File: src/core/cte_pkg.sv
package cte_pkg;

  // ==========================================================================
  // Opcode families and single-byte codes.
  // ==========================================================================
  localparam logic [7:0] OP_HALT = 8'h00;
  localparam logic [7:0] OP_CCL = 8'h02;
  localparam logic [7:0] OP_SCL = 8'h03;
  localparam logic [7:0] OP_DISABLE_INTERRUPT_OP = 8'h04;
  localparam logic [7:0] OP_IEN = 8'h05;
  localparam logic [7:0] OP_CSA = 8'h06;
  localparam logic [7:0] OP_CAS = 8'h07;
  localparam logic [7:0] OP_NOP = 8'h08;
  localparam logic [7:0] OP_SIO = 8'h19;
  localparam logic [7:0] OP_SR = 8'h1c;
  localparam logic [7:0] OP_SRL = 8'h1d;
  localparam logic [7:0] OP_RR = 8'h1e;
  localparam logic [7:0] OP_RRL = 8'h1f;
  localparam logic [7:0] OP_DLY = 8'h8f;
  localparam logic [5:0] FAM_SWAP_ACC_POINTER_LOW = 6'h0c;
  localparam logic [5:0] FAM_SWAP_ACC_POINTER_HIGH = 6'h0d;
  localparam logic [5:0] FAM_SWAP_POINTER_WITH_COUNTER = 6'h0f;
  localparam logic [5:0] FAM_JMP = 6'h24;
  localparam logic [5:0] FAM_JP = 6'h25;
  localparam logic [5:0] FAM_JZ = 6'h26;
  localparam logic [5:0] FAM_JNZ = 6'h27;
  localparam logic [5:0] FAM_ILD = 6'h2a;
  localparam logic [5:0] FAM_DLD = 6'h2e;

  // ==========================================================================
  // Status byte bit positions.
  // ==========================================================================
  localparam int ST_CY = 7;
  localparam int ST_OV = 6;
  localparam int ST_SB = 5;
  localparam int ST_SA = 4;
  localparam int ST_IE = 3;

  // ==========================================================================
  // Microcycle budgets; one microcycle is one clk_sys_in cycle here.
  // ==========================================================================
  localparam logic [7:0] MC_SHORT = 8'h05;
  localparam logic [7:0] MC_IE = 8'h06;
  localparam logic [7:0] MC_CAS = 8'h06;
  localparam logic [7:0] MC_SWAP_POINTER_WITH_COUNTER = 8'h07;
  localparam logic [7:0] MC_XPA = 8'h08;
  localparam logic [7:0] MC_HALT = 8'h08;
  localparam logic [7:0] MC_JNT = 8'h09;
  localparam logic [7:0] MC_JT = 8'h0b;
  localparam logic [7:0] MC_IDL = 8'h16;
  localparam logic [7:0] MC_DLY_BASE = 8'h0d;
  localparam logic [9:0] MC_DLY_STEP = 10'h202;
  localparam logic [7:0] ACC_AFTER_DLY = 8'hff;

  typedef struct packed {
    logic rd;
    logic wr;
    logic hold;
    logic [15:0] addr;
    logic [7:0] wdata;
  } cte_bus_t;

endpackage : cte_pkg

File: src/core/cte_exec.sv
// Chosen here: the placing of the registers and strobed register access.
`timescale 1ns/1ps
// What this block does
// RULE_01: Count-and-load ops write the result to memory and the accumulator.
// RULE_02: Increment/decrement-and-load leave the carry/link flag untouched.
// RULE_03: Jump always loads EA; others test nonnegative, zero, nonzero.
// RULE_04: Field zero is counter-relative, else pointer plus signed disp.
// RULE_05: Jump-if-nonnegative tests only accumulator bit seven being zero.
// RULE_06: Pointer-low/high swaps exchange accumulator with pointer byte.
// RULE_07: Counter swap exchanges the whole pointer and program counter.
// RULE_08: Program counter increments before every fetch.
// RULE_09: Serial shift moves extension right, input into bit 7, bit 0 out.
// RULE_10: Right shift, shift with carry, rotate, rotate through carry.
// RULE_11: Delay stalls 13 + 2*AC + 514*disp microcycles.
// RULE_12: After the delay the accumulator holds all ones.
// RULE_13: Halt pulses the halt flag, otherwise acts as no-operation.
// RULE_14: 02 to 08 clear/set carry, interrupt off/on, status moves, nop.
// RULE_15: Status copied to accumulator carries the carry flag in bit 7.
// RULE_16: Each instruction takes its listed reads, writes and microcycles.
// RULE_17: Status holds carry, overflow, two sense inputs, enable, three flags.
// RULE_18: Bus stays owned from increment/decrement read to write back.
// RULE_19: Pointer select is opcode bits 1:0; upper bits name the family.
module cte_exec (
  input wire logic clk_sys_in,
  input wire logic rst_in,
  input wire logic [7:0] mem_rdata_in,
  input wire logic sense_a_in,
  input wire logic sense_b_in,
  input wire logic serial_input_pin_in,
  output logic [15:0] mem_addr_out,
  output logic mem_rd_out,
  output logic mem_wr_out,
  output logic [7:0] mem_wdata_out,
  output logic bus_hold_out,
  output logic address_strobe_n_out,
  output logic halt_flag_out,
  output logic serial_output_pin_out,
  output logic [7:0] accumulator_out,
  output logic [7:0] status_out,
  output logic [15:0] pc_out,
  output logic busy_out
);

  // ==========================================================================
  // State and registers.
  // ==========================================================================
  typedef enum logic [2:0] {
    CTE_FETCH = 3'b000,
    CTE_DISP = 3'b001,
    CTE_DATA = 3'b010,
    CTE_WAIT = 3'b011,
    CTE_WRITE = 3'b100
  } cte_state_t;

  cte_state_t state_q;
  logic [15:0] pc_q;
  logic [15:0] ptr_q [1:3];
  logic [7:0] acc_q;
  logic [7:0] ext_q;
  logic [7:0] stat_q;
  logic [7:0] op_q;
  logic [7:0] disp_q;
  logic [17:0] wait_q;
  logic [15:0] ea_q;
  cte_pkg::cte_bus_t bus_q;
  logic halt_q;
  logic serial_output_pin_q;

  // Base register for an opcode's pointer field; zero means the counter.
  function automatic logic [15:0] base_of(input logic [1:0] sel,
                                          input logic [15:0] pc,
                                          input logic [15:0] p1,
                                          input logic [15:0] p2,
                                          input logic [15:0] p3);
    case (sel) // RULE_19
      2'd1: base_of = p1;
      2'd2: base_of = p2;
      2'd3: base_of = p3;
      default: base_of = pc; // RULE_04
    endcase
  endfunction : base_of

  // Signed displacement added to a 16-bit base.
  function automatic logic [15:0] add_disp(input logic [15:0] b,
                                           input logic [7:0] d);
    add_disp = b + {{8{d[7]}}, d}; // RULE_04
  endfunction : add_disp

  // Opcodes that carry a second byte: the upper half of the map and halt.
  function automatic logic two_byte(input logic [7:0] op);
    two_byte = op[7] || (op == cte_pkg::OP_HALT);
  endfunction : two_byte

  // Increment- and decrement-and-load share one read-modify-write path.
  function automatic logic is_count(input logic [7:0] op);
    is_count = (op[7:2] == cte_pkg::FAM_ILD)
               || (op[7:2] == cte_pkg::FAM_DLD);
  endfunction : is_count

  logic [15:0] pc_next;
  logic [15:0] base_w;
  logic [15:0] base_op;
  logic [5:0] fam_w;
  logic [1:0] sel_w;
  logic [7:0] stat_live;

  // The counter steps ahead before each fetch, so a fetch reads pc + 1.
  assign pc_next = pc_q + 16'h0001; // RULE_08
  assign fam_w = op_q[7:2];
  assign sel_w = op_q[1:0];
  assign base_w = base_of(sel_w, pc_q, ptr_q[1], ptr_q[2], ptr_q[3]);
  // Base of the opcode now on the bus, for the pointer-low and pointer-high swaps.
  assign base_op = base_of(mem_rdata_in[1:0], pc_q, ptr_q[1], ptr_q[2],
                           ptr_q[3]);
  // Sense bits are live inputs; they are never stored.
  assign stat_live = {stat_q[7:6], sense_b_in, sense_a_in, stat_q[3:0]};

  // Jump condition evaluated on the accumulator as it stands.
  function automatic logic jump_taken(input logic [5:0] f,
                                      input logic [7:0] a);
    case (f) // RULE_03
      cte_pkg::FAM_JMP: jump_taken = 1'b1;
      cte_pkg::FAM_JP: jump_taken = ~a[7]; // RULE_05
      cte_pkg::FAM_JZ: jump_taken = (a == 8'h00);
      cte_pkg::FAM_JNZ: jump_taken = (a != 8'h00);
      default: jump_taken = 1'b0;
    endcase
  endfunction : jump_taken

  // ==========================================================================
  // Sequencer: fetch, operand fetch, execute, and microcycle padding.
  // ==========================================================================
  // The padding counter holds each instruction to its budget, counted from
  // its opcode fetch; a budget counts the fetch cycle itself.
  always_ff @(posedge clk_sys_in or posedge rst_in) begin
    if (rst_in) begin
      state_q <= CTE_FETCH;
      pc_q <= 16'h0000;
      ptr_q[1] <= 16'h0000;
      ptr_q[2] <= 16'h0000;
      ptr_q[3] <= 16'h0000;
      acc_q <= 8'h00;
      ext_q <= 8'h00;
      stat_q <= 8'h00;
      op_q <= 8'h00;
      disp_q <= 8'h00;
      wait_q <= 18'h00000;
      ea_q <= 16'h0000;
      bus_q <= '0;
      halt_q <= 1'b0;
      serial_output_pin_q <= 1'b0;
    end else begin
      bus_q.rd <= 1'b0;
      bus_q.wr <= 1'b0;
      halt_q <= 1'b0;
      case (state_q)
        CTE_FETCH: begin
          if (!bus_q.hold) begin
            pc_q <= pc_next; // RULE_08
            bus_q.addr <= pc_next;
            bus_q.rd <= 1'b1;
            state_q <= CTE_DISP;
          end
        end
        CTE_DISP: begin
          op_q <= mem_rdata_in;
          state_q <= CTE_WAIT;
          wait_q <= {10'h000, cte_pkg::MC_SHORT} - 18'd3; // RULE_16
          if (two_byte(mem_rdata_in)) begin
            // Two-byte forms read the second byte next. Halt pulses its
            // flag now, beside the strobe of that read, so that outside
            // logic sampling at strobe time sees it.
            halt_q <= (mem_rdata_in == cte_pkg::OP_HALT); // RULE_13
            pc_q <= pc_next;
            bus_q.addr <= pc_next;
            bus_q.rd <= 1'b1;
            state_q <= CTE_DATA;
          end else begin
            case (mem_rdata_in)
              cte_pkg::OP_CCL: stat_q[cte_pkg::ST_CY] <= 1'b0; // RULE_14
              cte_pkg::OP_SCL: stat_q[cte_pkg::ST_CY] <= 1'b1;
              cte_pkg::OP_DISABLE_INTERRUPT_OP: begin
                stat_q[cte_pkg::ST_IE] <= 1'b0;
                wait_q <= {10'h000, cte_pkg::MC_IE} - 18'd3;
              end
              cte_pkg::OP_IEN: begin
                stat_q[cte_pkg::ST_IE] <= 1'b1;
                wait_q <= {10'h000, cte_pkg::MC_IE} - 18'd3;
              end
              cte_pkg::OP_CSA: acc_q <= stat_live; // RULE_15 RULE_17
              cte_pkg::OP_CAS: begin
                // Sense bits are read-only, so their positions stay zero.
                stat_q <= {acc_q[7:6], 2'b00, acc_q[3:0]}; // RULE_17
                wait_q <= {10'h000, cte_pkg::MC_CAS} - 18'd3;
              end
              cte_pkg::OP_SIO: begin
                ext_q <= {serial_input_pin_in, ext_q[7:1]}; // RULE_09
                serial_output_pin_q <= ext_q[0];
              end
              cte_pkg::OP_SR: acc_q <= {1'b0, acc_q[7:1]}; // RULE_10
              cte_pkg::OP_SRL: acc_q <= {stat_q[cte_pkg::ST_CY], acc_q[7:1]};
              cte_pkg::OP_RR: acc_q <= {acc_q[0], acc_q[7:1]};
              cte_pkg::OP_RRL: begin
                acc_q <= {stat_q[cte_pkg::ST_CY], acc_q[7:1]};
                stat_q[cte_pkg::ST_CY] <= acc_q[0];
              end
              default: begin
                if (mem_rdata_in[7:2] == cte_pkg::FAM_SWAP_ACC_POINTER_LOW) begin
                  acc_q <= base_op[7:0]; // RULE_06
                  if (mem_rdata_in[1:0] != 2'd0)
                    ptr_q[mem_rdata_in[1:0]][7:0] <= acc_q;
                  else
                    pc_q[7:0] <= acc_q;
                  wait_q <= {10'h000, cte_pkg::MC_XPA} - 18'd3;
                end else if (mem_rdata_in[7:2] == cte_pkg::FAM_SWAP_ACC_POINTER_HIGH) begin
                  acc_q <= base_op[15:8]; // RULE_06
                  if (mem_rdata_in[1:0] != 2'd0)
                    ptr_q[mem_rdata_in[1:0]][15:8] <= acc_q;
                  else
                    pc_q[15:8] <= acc_q;
                  wait_q <= {10'h000, cte_pkg::MC_XPA} - 18'd3;
                end else if (mem_rdata_in[7:2] == cte_pkg::FAM_SWAP_POINTER_WITH_COUNTER) begin
                  if (mem_rdata_in[1:0] != 2'd0) begin
                    pc_q <= ptr_q[mem_rdata_in[1:0]]; // RULE_07
                    ptr_q[mem_rdata_in[1:0]] <= pc_q;
                  end
                  wait_q <= {10'h000, cte_pkg::MC_SWAP_POINTER_WITH_COUNTER} - 18'd3;
                end
              end
            endcase
          end
        end
        CTE_DATA: begin
          disp_q <= mem_rdata_in;
          state_q <= CTE_WAIT;
          wait_q <= {10'h000, cte_pkg::MC_JNT} - 18'd4;
          if (op_q == cte_pkg::OP_HALT) begin
            // The flag has already pulsed; only the budget is left.
            wait_q <= {10'h000, cte_pkg::MC_HALT} - 18'd4;
          end else if (op_q == cte_pkg::OP_DLY) begin
            // The accumulator takes minus one at once; only wait_q counts the stall.
            wait_q <= 18'({10'h000, cte_pkg::MC_DLY_BASE}
                      + {9'h000, acc_q, 1'b0}
                      + 28'(cte_pkg::MC_DLY_STEP) * 28'(mem_rdata_in))
                      - 18'd4; // RULE_11
            acc_q <= cte_pkg::ACC_AFTER_DLY; // RULE_12
          end else if (is_count(op_q)) begin
            ea_q <= add_disp(base_w, mem_rdata_in); // RULE_04
            bus_q.addr <= add_disp(base_w, mem_rdata_in);
            bus_q.rd <= 1'b1;
            bus_q.hold <= 1'b1; // RULE_18
            state_q <= CTE_WRITE;
          end else if (jump_taken(fam_w, acc_q)) begin
            pc_q <= add_disp(base_w, mem_rdata_in); // RULE_03
            wait_q <= {10'h000, cte_pkg::MC_JT} - 18'd4; // RULE_16
          end
        end
        CTE_WRITE: begin
          // The read byte is back; write the counted value, carry untouched.
          bus_q.wr <= 1'b1;
          bus_q.addr <= ea_q;
          if (op_q[7:2] == cte_pkg::FAM_ILD) begin
            bus_q.wdata <= mem_rdata_in + 8'h01; // RULE_01
            acc_q <= mem_rdata_in + 8'h01; // RULE_02
          end else begin
            bus_q.wdata <= mem_rdata_in - 8'h01; // RULE_01
            acc_q <= mem_rdata_in - 8'h01; // RULE_02
          end
          // Fetch, operand, data read and this write make four edges; the wait exit is the fifth.
          wait_q <= {10'h000, cte_pkg::MC_IDL} - 18'd5; // RULE_16
          state_q <= CTE_WAIT;
        end
        CTE_WAIT: begin
          // Release the bus only after the write back has been issued.
          bus_q.hold <= 1'b0; // RULE_18
          if (wait_q == 18'h00000) begin
            state_q <= CTE_FETCH; // RULE_16
          end else begin
            wait_q <= wait_q - 18'h00001;
          end
        end
        default: state_q <= CTE_FETCH;
      endcase
    end
  end

  // ==========================================================================
  // Outputs, all straight from flip-flops.
  // ==========================================================================
  // Address strobe goes low in the same cycle as every read or write
  // request, the data read of a counting instruction included.
  logic strobe_n_q;
  always_ff @(posedge clk_sys_in or posedge rst_in) begin
    if (rst_in) begin
      strobe_n_q <= 1'b1;
    end else begin
      strobe_n_q <= ~((state_q == CTE_FETCH && !bus_q.hold)
                      || (state_q == CTE_DISP && two_byte(mem_rdata_in))
                      || (state_q == CTE_DATA && is_count(op_q))
                      || state_q == CTE_WRITE); // RULE_13
    end
  end

  // Busy is registered so it leaves from a flop; it follows the
  // sequencer's next state and drops only when a fetch is due.
  logic busy_q;
  always_ff @(posedge clk_sys_in or posedge rst_in) begin
    if (rst_in) begin
      busy_q <= 1'b0;
    end else begin
      busy_q <= !((state_q == CTE_WAIT && wait_q == 18'h00000)
                  || (state_q == CTE_FETCH && bus_q.hold));
    end
  end

  assign mem_addr_out = bus_q.addr;
  assign mem_rd_out = bus_q.rd;
  assign mem_wr_out = bus_q.wr;
  assign mem_wdata_out = bus_q.wdata;
  assign bus_hold_out = bus_q.hold;
  assign address_strobe_n_out = strobe_n_q;
  assign halt_flag_out = halt_q; // RULE_13
  assign serial_output_pin_out = serial_output_pin_q; // RULE_09
  assign accumulator_out = acc_q;
  assign status_out = stat_q;
  assign pc_out = pc_q;
  assign busy_out = busy_q;

endmodule : cte_exec

File: config.mk
export PLATFORM = sky130hd
export DESIGN_NAME = cte_exec
export DESIGN_NICKNAME = d
export VERILOG_FILES = /design/src/core/cte_pkg.sv /design/src/core/cte_exec.sv
export SDC_FILE = /design/constraint.sdc
export NUM_CORES = 1
export LEC_CHECK = 0
export ABC_CLOCK_PERIOD_IN_PS = 10600
export BUFFER_PORTS_ARGS = -buffer_cell sky130_fd_sc_hd__buf_2
export CAP_MARGIN = 30
export CORE_UTILIZATION = 40
export DETAILED_ROUTE_END_ITERATION = 12
export REMOVE_ABC_BUFFERS = 1
export SYNTH_ARGS = -nofsm -noshare
export SYNTH_HDL_FRONTEND = slang
export SYNTH_SLANG_ARGS = --single-unit
File: constraint.sdc
create_clock -name clk_sys_in -period 10.6 [get_ports clk_sys_in]
set_input_delay 2.12 -clock clk_sys_in [delete_from_list [all_inputs] [get_ports clk_sys_in]]
set_output_delay 2.12 -clock clk_sys_in [all_outputs]
set_load 0.03 [all_outputs]
; ---- Word level (Yosys, flattened, before mapping)
; Cells that the tools add are included.
[totals]
ff_bits = 162
input_bits = 13
output_inout_bits = 63
word_cells = 227
[op_classes]
add_sub_neg = 8
n_mul = 1
n_lt_le_gt_ge = 2
n_eq_ne = 56
muxes = 83
bitwise_logic = 7
n_reduce_logical = 47
[op_table]
columns = op, count
row1 = $mux 48, 6
row2 = $mux 16, 14
row3 = $bwmux 48, 3
row4 = $pmux 16 s3, 3
row5 = $demux 16 s2, 3
row6 = $mux 8, 12
row7 = $mux 18, 4
row8 = $pmux 18 s4, 1
row9 = $pmux 16 s4, 1
row10 = $mux 17, 3
row11 = $eq 8x5->1 const B, 5
row12 = $pmux 8 s5, 1
row13 = $eq 6x6->1 const B, 6
row14 = $bmux 16 s2, 1
row15 = $eq 8x3->1 const B, 4
row16 = $ne 4x4->1 const B, 7
row17 = $mux 3, 9
row18 = $ne 2x2->1 const B, 13
row19 = $logic_not 8->1, 3
row20 = $pmux 8 s3, 1
row21 = $reduce_and 11->1, 2
row22 = $add 10x18->18, 1
row23 = $eq 6x4->1 const B, 3
row24 = $logic_not 18->1, 1
row25 = other kinds (47), 97

; ---- Depth between registers and ports, before layout
; Gate-level depths: netlist (run 1).
[depth]
depth_word = 11
mapped_depth = 13
depth_no_buf = 11

; ---- Worst setup path after synthesis (run 1)
; OpenSTA, ideal clock, no wires.
[synth_path]
path_type = input port to flip-flop
startpoint = in mem_rdata_in[1]
endpoint = reg bus_q, in the netlist mem_addr_out[14]
t_arrival_ns = 4.490
required_ns = 10.512
setup_slack_ns = 6.022
stages = 12
path_buffers = 3
cell_sequence = clkbuf_1 -> inv_1 -> clkbuf_1 -> clkbuf_1 -> fa_1 -> nand2b_1 -> a21oi_1 -> o211ai_1 -> a21oi_1 -> xor2_1 -> nand2_1 -> a41oi_1
[synth_via]
elab_chain_cells = 5
word_cells_on_any_way = 9
[synth_rtl]
columns = element, line_no
row1 = "start, declared", cte_exec.sv:26  ; input wire logic [7:0] mem_rdata_in,
row2 = $add 16x16->16, cte_exec.sv:86  ; add_disp = b + {{8{d[7]}}, d};
row3 = $mux 17, cte_exec.sv:247  ; end else if (is_count(op_q)) begin
row4 = $mux 17, cte_exec.sv:240  ; end else if (op_q == cte_pkg::OP_DLY) begin
row5 = $mux 17, cte_exec.sv:237  ; if (op_q == cte_pkg::OP_HALT) begin
row6 = $pmux 16 s4, cte_exec.sv:156  ; case (state_q)
row7 = "end, declared", cte_exec.sv:65  ; cte_pkg::cte_bus_t bus_q;
; Parallel ways exist; a longest one is shown, timed or not. The select of a mux whose other input is x is not followed.
; A chain may end at the register's enable or synchronous reset.

; ---- Worst setup path in the final report (run 1)
[layout_path]
startpoint = in mem_rdata_in[2]
endpoint = reg wait_q[17]
[layout_via]
elab_chain_cells = 6
[layout_rtl]
columns = element, line_no
row1 = $mul 9x8->17, cte_exec.sv:244  ; + 28'(cte_pkg::MC_DLY_STEP) * 28'(mem_rdata_in))
row2 = $add 10x18->18, cte_exec.sv:244
row3 = $sub 18x3->18, cte_exec.sv:245  ; - 18'd4;
row4 = $mux 18, cte_exec.sv:240
row5 = $mux 18, cte_exec.sv:237
row6 = $pmux 18 s4, cte_exec.sv:156
row7 = "end signal, assigned", cte_exec.sv:236  ; wait_q <= {10'h000, cte_pkg::MC_JNT} - 18'd4;
row8 = "end signal, assigned", cte_exec.sv:239  ; wait_q <= {10'h000, cte_pkg::MC_HALT} - 18'd4;
row9 = "end signal, assigned", cte_exec.sv:242  ; wait_q <= 18'({10'h000, cte_pkg::MC_DLY_BASE}
row10 = "end, declared", cte_exec.sv:63  ; logic [17:0] wait_q;
; No other way between the ends.

==> metrics.yaml, run 1 <==
required_ps: 10890
cts_sinks: 162
drt_pass1_iterations: 6
ys.flop_type: "dfrtp_1"
grt_max_degree: 99
num_io_pins: 76
core_sq_um: 26400
path_cells: "buf_2, inv_1, ha_1, inv_1, ha_1, a21o_1, a21o_1, a2111oi_0, nor4_1, a41o_1, a32oi_1, o22ai_1"
synth_common_cells: "161 x dfrtp_1, 154 x nor2_1, 127 x nand2_1"
path_max_fanout: 20
antenna_cells: 0
slew_headroom: 0.328
regToRegStartpoint: "op_q[6]$_DFFE_PP0P_"
grt_pass1_wl_mm: 53.5
rsz0062_at_grt: "false"
yosysSeqAreaShare: 0.374
viasPerCell: 6.01
setup_slack_ps: 5770
cp.arrival_ps: 5120
start_util: 0.412
slew_viol_final: 0
worstMarginPinSlew_ps: 1010
synth_top_area_share: 0.371
synth.most_common_cell: "dfrtp_1"
place_ws_ps: 5400
hold_viol: 0
cts_resized: 0
cp_slowest_cell: "a2111oi_0"
syn_to_final_growth_pct: 10.8
gr-usage-all-layers: 0.247
clk_latency_ps: 440
numPortBuffers: 73
min_path_type: "reg -> reg"
p_leak_nw: 5.17
place.gp.congestion: 0.971
yosysWarningCount: 0
hold_depth: 2
clockRootBuffer: "clkbuf_16"
cts_max_level: 4
num-fill-cells: 2566
drcViolationCount: 0
cts_buffers: 17
synth.distinct_cells: 82
cpPeakStageDelay_ps: 520
cts_setup_buffers: 0
cap_violations: 0
die_area_sq_um: 27800
reg2reg_slack_ps: 6800
drtAntennaViolNets: 0
wl_per_cell_um: 20.7
drt-total-wl_mm: 33.7
overflow: 0
status: "completed"
dieWidth_um: 167
die_h_um: 167
cts_buffer_depth: 2
end_kind: "flip-flop"
finalCritPeriodShare: 0.455
vias: 9796
yosys.area.top_type: "dfrtp_1"
path_class: "in -> reg"
fin_crit_ps: 4830
drive_gt1_frac: 0.142
rr_worst_depth: 11
syn-cell-area_sq_um: 10900
final_nets: 1340
dp_hpwl_mm: 24.0
peakVddDrop_mv: 0.115
drt_iter0_drc: 1022
setup_viol: 0
grt_pass1_vias: 9102
p_per_area_nw_per_um2: 286
timing.setup.tns_ps: 0
synth-seq-cells: 162
synth-edff-count: 0
p_total_w: 0.00343
r2r_end: "accumulator_out[7]$_DFFE_PP0P_"
fin_skew_ps: 12.4
async_flop_share: 1.00
fmax_mhz: 207
syn_area_per_cell_sq_um: 8.64
synthTopCellsByArea: "dfrtp_1 37%, a21oi_1 5.7%, nor2_1 5.3%, ha_1 4.7%, nand2_1 4.4%"
worst_setup_path_start_kind: "input pin"
min_from: "mem_wdata_out[7]$_DFFE_PP0P_"
num_rows: 59
cts_tree: "built"
clkTransAtPathRegs_ps: 70
antenna_found_initial: 0
syn_inst: 1256
hold_buffers: 0
holdPathEnd: "mem_wdata_out[7]$_DFFE_PP0P_"
[critical path, delay by kind of cell]
family | cells | cell delay [ps]
AND/OR/NAND/NOR | 1 | 230
adder cells (fa/ha/maj) | 2 | 610
buffers and inverters | 3 | 660
AO/OA/AOI/OAI | 6 | 1490
[per-layer routing]
metal,part of all wire,track usage
met4,0.023,0.0833
met5,0,0
met3,0.071,0.0354
met2,0.43,0.365
met1,0.47,0.368
[stage by stage]
stage	instances	hold slack [ps]	util	cell area [sq um]
after floorplan	1171	445	-	10500
after global placement	1594	458	0.432	11400
after detailed placement	1598	459	0.434	11400
after CTS	1630	474	0.455	12000
after global routing	1631	500	0.456	12000
final	1631	471	0.456	12000
[report_power, final]
part           total, W  leakage, nW  internal, W  switching [W]
sequential      0.00109         2.03     0.000806       0.000281
clock          0.000590        0.260     0.000311       0.000279
combinational   0.00176         2.88     0.000658        0.00110
[how the worst max path moves through the flow]
stage	from	slack (ps)	cells past startpoint	end
6_report	mem_rdata_in[2]	5770	12	wait_q[17]$_DFFE_PP0P_
3_3_place_gp	mem_rdata_in[0]	5400	9	ptr_q[12]$_DFFE_PP0P_
3_5_place_dp	mem_rdata_in[1]	5400	11	mem_addr_out[14]$_DFFE_PP0P_
2_1_floorplan	rst_in	4110	1	accumulator_out[0]$_DFFE_PP0P_
5_1_grt	mem_rdata_in[0]	5530	9	pc_out[8]$_DFFE_PP0P_
4_1_cts	mem_rdata_in[1]	5840	11	mem_addr_out[14]$_DFFE_PP0P_
[area by class of cell]
type / count / area [sq um] / area share
sequential: 162 / 4060 / 0.337
clock buffer: 20 / 447 / 0.0372
tap: 335 / 419 / 0.0349
multi-input combinational: 984 / 6340 / 0.528
timing repair buffer: 93 / 559 / 0.0465
clock inverter: 12 / 100 / 0.00833
inverter: 25 / 98.8 / 0.00822
[cell usage in the layout, fill, tap and decap left out, drive strengths merged, types with 29 or more instances in the layout]
cell / n
o21ai: 98
nand3: 29
a21oi: 124
buf: 93
ha: 41
dfrtp: 161
inv: 29
nand2: 127
nor3: 35
nor2: 157
[sequential cells by signal (all words and copies together) (netlist names), 3 cells and up]
name and cells:
accumulator_out 8, state_q 3, ea_q 16, ext_q 8, op_q 8, pc_out 16
mem_addr_out 16, mem_wdata_out 8, ptr_q 48, wait_q 18, status_out 6
[cells by family after synthesis]
kind of cell               Yosys count  share of synthesized area
and+or+nand+nor                    430                      0.183
AOI/OAI and AO/OA                  399                      0.230
DFF                                162                      0.374
buffers and inverters              111                     0.0428
muxes                               64                     0.0806
xor gates and xnor gates            45                     0.0363
adders and majority gates           44                     0.0528
other                                1                   0.000346
(Power assumes the default switching activity.)
==> run 2: changes to the inputs <==
Settings changed: ABC_CLOCK_PERIOD_IN_PS 10600 to 4600.
Clock period 10.6 ns to 4.6 ns, I/O delays scaled along.
==> run 2 against run 1 <==
Effect of this change:
- combinational power up 140%
- sequential cell count unchanged
- critical path depth down 1
- die area unchanged
- global-route usage up 0.90 points
- wire length up 4.2%
- total power up 140%
- worst setup slack worse by 4800 ps
- hold slack worse by 2.1 ps
- sequential share of layout area down 0.54 points
- cell area up 1.6%
- critical path type is now reg -> reg
- critical endpoint is now mem_addr_out[14]$_DFFE_PP0P_
- largest cell class unchanged
==> metrics.yaml, run 2 (same netlist as run 1, synthesis figures left out) <==
hold_viol: 0  # unchanged
regToRegStartpoint: "op_q[0]$_DFFE_PP0P_"
worstMarginPinSlew_ps: 974  # -31.7 ps
vias: 10100  # +3.2%
numPortBuffers: 73  # unchanged
r2r_end: "mem_addr_out[14]$_DFFE_PP0P_"
setup_viol: 0  # unchanged
final_cell_mix: "161 x dfrtp_1, 154 x nor2_1, 127 x nand2_1, 124 x a21oi_1, 90 x o21ai_0"
antenna_cells: 0  # unchanged
drcViolationCount: 0  # unchanged
cts_buffers: 17  # unchanged
cts_tree: "built"
grt_max_degree: 85  # -14%
critPathCapture: "mem_addr_out[14]$_DFFE_PP0P_"
p_sw_w: 0.00385  # +130%
slew_viol_final: 0  # unchanged
fmax_mhz: 274
fin_skew_ps: 10.0  # -2.35 ps
p_int_w: 0.00432  # +140%
cts_setup_buffers: 0  # unchanged
drive_gt1_frac: 0.155  # +0.0130
drtAntennaViolNets: 0  # unchanged
regMostFlops: "ptr_q"
final_common_cell: "dfrtp_1"
min_from: "mem_wdata_out[1]$_DFFE_PP0P_"
num_io_pins: 76  # unchanged
fin_crit_ps: 3640
gr-usage-all-layers: 0.256  # +0.00896
path_max_fanout: 19  # -5.0%
clk_latency_ps: 440  # about the same
finalCritPeriodShare: 0.792
cts_max_level: 4  # unchanged
die_area_sq_um: 27800  # unchanged
end_kind: "flip-flop"
wl_per_cell_um: 21.3  # +3.0%
largest_reg_flops: 48  # unchanged
comb_power_share: 0.512  # about the same
netSwitchingFraction: 0.471  # -0.0120
core_sq_um: 26400  # unchanged
cts_buffer_depth: 2  # unchanged
cts_sinks: 162  # unchanged
place_inst: 1619  # +1.3%
drt_pass1_iterations: 5  # -1
hold_buffers: 0  # unchanged
start_util: 0.412  # unchanged
num_rows: 59  # unchanged
cap_violations: 0  # unchanged
grt_pass1_vias: 9447  # +3.8%
slew_headroom: 0.351  # +0.0226
peakVddDrop_mv: 0.274  # +140%
path_class: "reg -> reg"
drt-total-wl_mm: 35.1  # +4.2%
timing.setup.tns_ps: 0  # unchanged
worst_setup_path_start_kind: "flip-flop"
viasPerCell: 6.13  # +2.0%
final_nets: 1360  # +1.5%
cp.arrival_ps: 3990  # -1130 ps
final_cells: 1651  # +1.2%
cts_resized: 0  # unchanged
p_leak_nw: 5.29  # +2.4%
rr_worst_depth: 11  # unchanged
dieWidth_um: 167  # unchanged
status: "completed"
die_h_um: 167  # unchanged
dp_hpwl_mm: 24.9  # +3.9%
clockRootBuffer: "clkbuf_16"
setup.worst_path.start: "op_q[0]$_DFFE_PP0P_"
grt_pass1_wl_mm: 55.3  # +3.5%
clkPwrFrac: 0.189  # +0.017
min_path_type: "reg -> reg"
reg2reg_slack_ps: 960  # -5840 ps
clkTransAtPathRegs_ps: 70  # about the same
overflow: 0  # unchanged
rsz0062_at_grt: "false"
pwr-share-seq: 0.298  # -0.019
drt_iter0_drc: 920  # -10%
fin_hold_ws_ps: 469  # -2.12 ps
antenna_found_initial: 0  # unchanged
syn_to_final_growth_pct: 12.6
p_per_area_nw_per_um2: 669  # +130%
required_ps: 4950  # -5940 ps
place.gp.congestion: 0.974  # +0.24%
top_regs: "ptr_q: 48 flops, wait_q: 18 flops"
==> run 2: cell count changes in the layout (fill, tap and decap cells not counted) <==
cell / previous run / this run
clkinv_4: 4 / 1
buf_6: 1 / 0
inv_8: 1 / 0
buf_16: 2 / 0
clkinv_2: 1 / 0
buf_12: 0 / 1
buf_4: 17 / 39
clkbuf_8: 1 / 3
bufinv_16: 0 / 3
==> run 2: layout make-up <==
cell class,instances,area (sq um)
Fill cell,2546,14100
Multi-Input combinational cell,984,6340
Sequential cell,162,4060
Timing Repair Buffer,113,678
Clock buffer,22,474
Tap cell,335,419
Clock inverter,10,148
Inverter,25,98.8
==> run 2: worst max-delay path, stage by stage, from the launching register on <==
cell      delay, ps
dfrtp_1         980
mux4_2          390
ha_1            170
inv_1            70
fa_1            390
nand2b_1        180
a21oi_1         390
o211ai_1        180
a21oi_1         200
xor2_1          240
nand2_1         120
a41oi_1         230
==> run 2: worst min-delay path by stage <==
stage                              endpoint  cells past startpoint
2_1_floorplan          ea_q[11]$_DFFE_PP0P_                      2
3_3_place_gp   mem_wdata_out[6]$_DFFE_PP0P_                      2
3_5_place_dp   mem_wdata_out[1]$_DFFE_PP0P_                      2
4_1_cts        mem_wdata_out[1]$_DFFE_PP0P_                      2
5_1_grt                 ea_q[6]$_DFFE_PP0P_                      2
6_report       mem_wdata_out[1]$_DFFE_PP0P_                      2
==> run 2: power groups by stage <==
stage                     clock network, W  logic, W  registers (W)
final                              0.00155   0.00419        0.00244
after global routing               0.00162   0.00458        0.00250
after CTS                          0.00157   0.00414        0.00242
after detailed placement                 0   0.00412        0.00244
after global placement                   0   0.00407        0.00243
after floorplan                          0   0.00245        0.00272
==> run 2: per-layer routing <==
layer,global-route usage,wire length (um)
met5,0,0
met4,0.0970,989
met3,0.0385,2740
met2,0.377,15100
met1,0.378,16300
==> run 2: per-stage QoR <==
step                      power, W  worst slack (ps)   util  area [sq um]
after floorplan            0.00517              -695      -         10500
after global placement     0.00650              1000  0.440         11600
after detailed placement   0.00656               955  0.440         11600
after CTS                  0.00812               942  0.464         12200
after global routing       0.00870               723  0.464         12200
final                      0.00818               956  0.464         12200
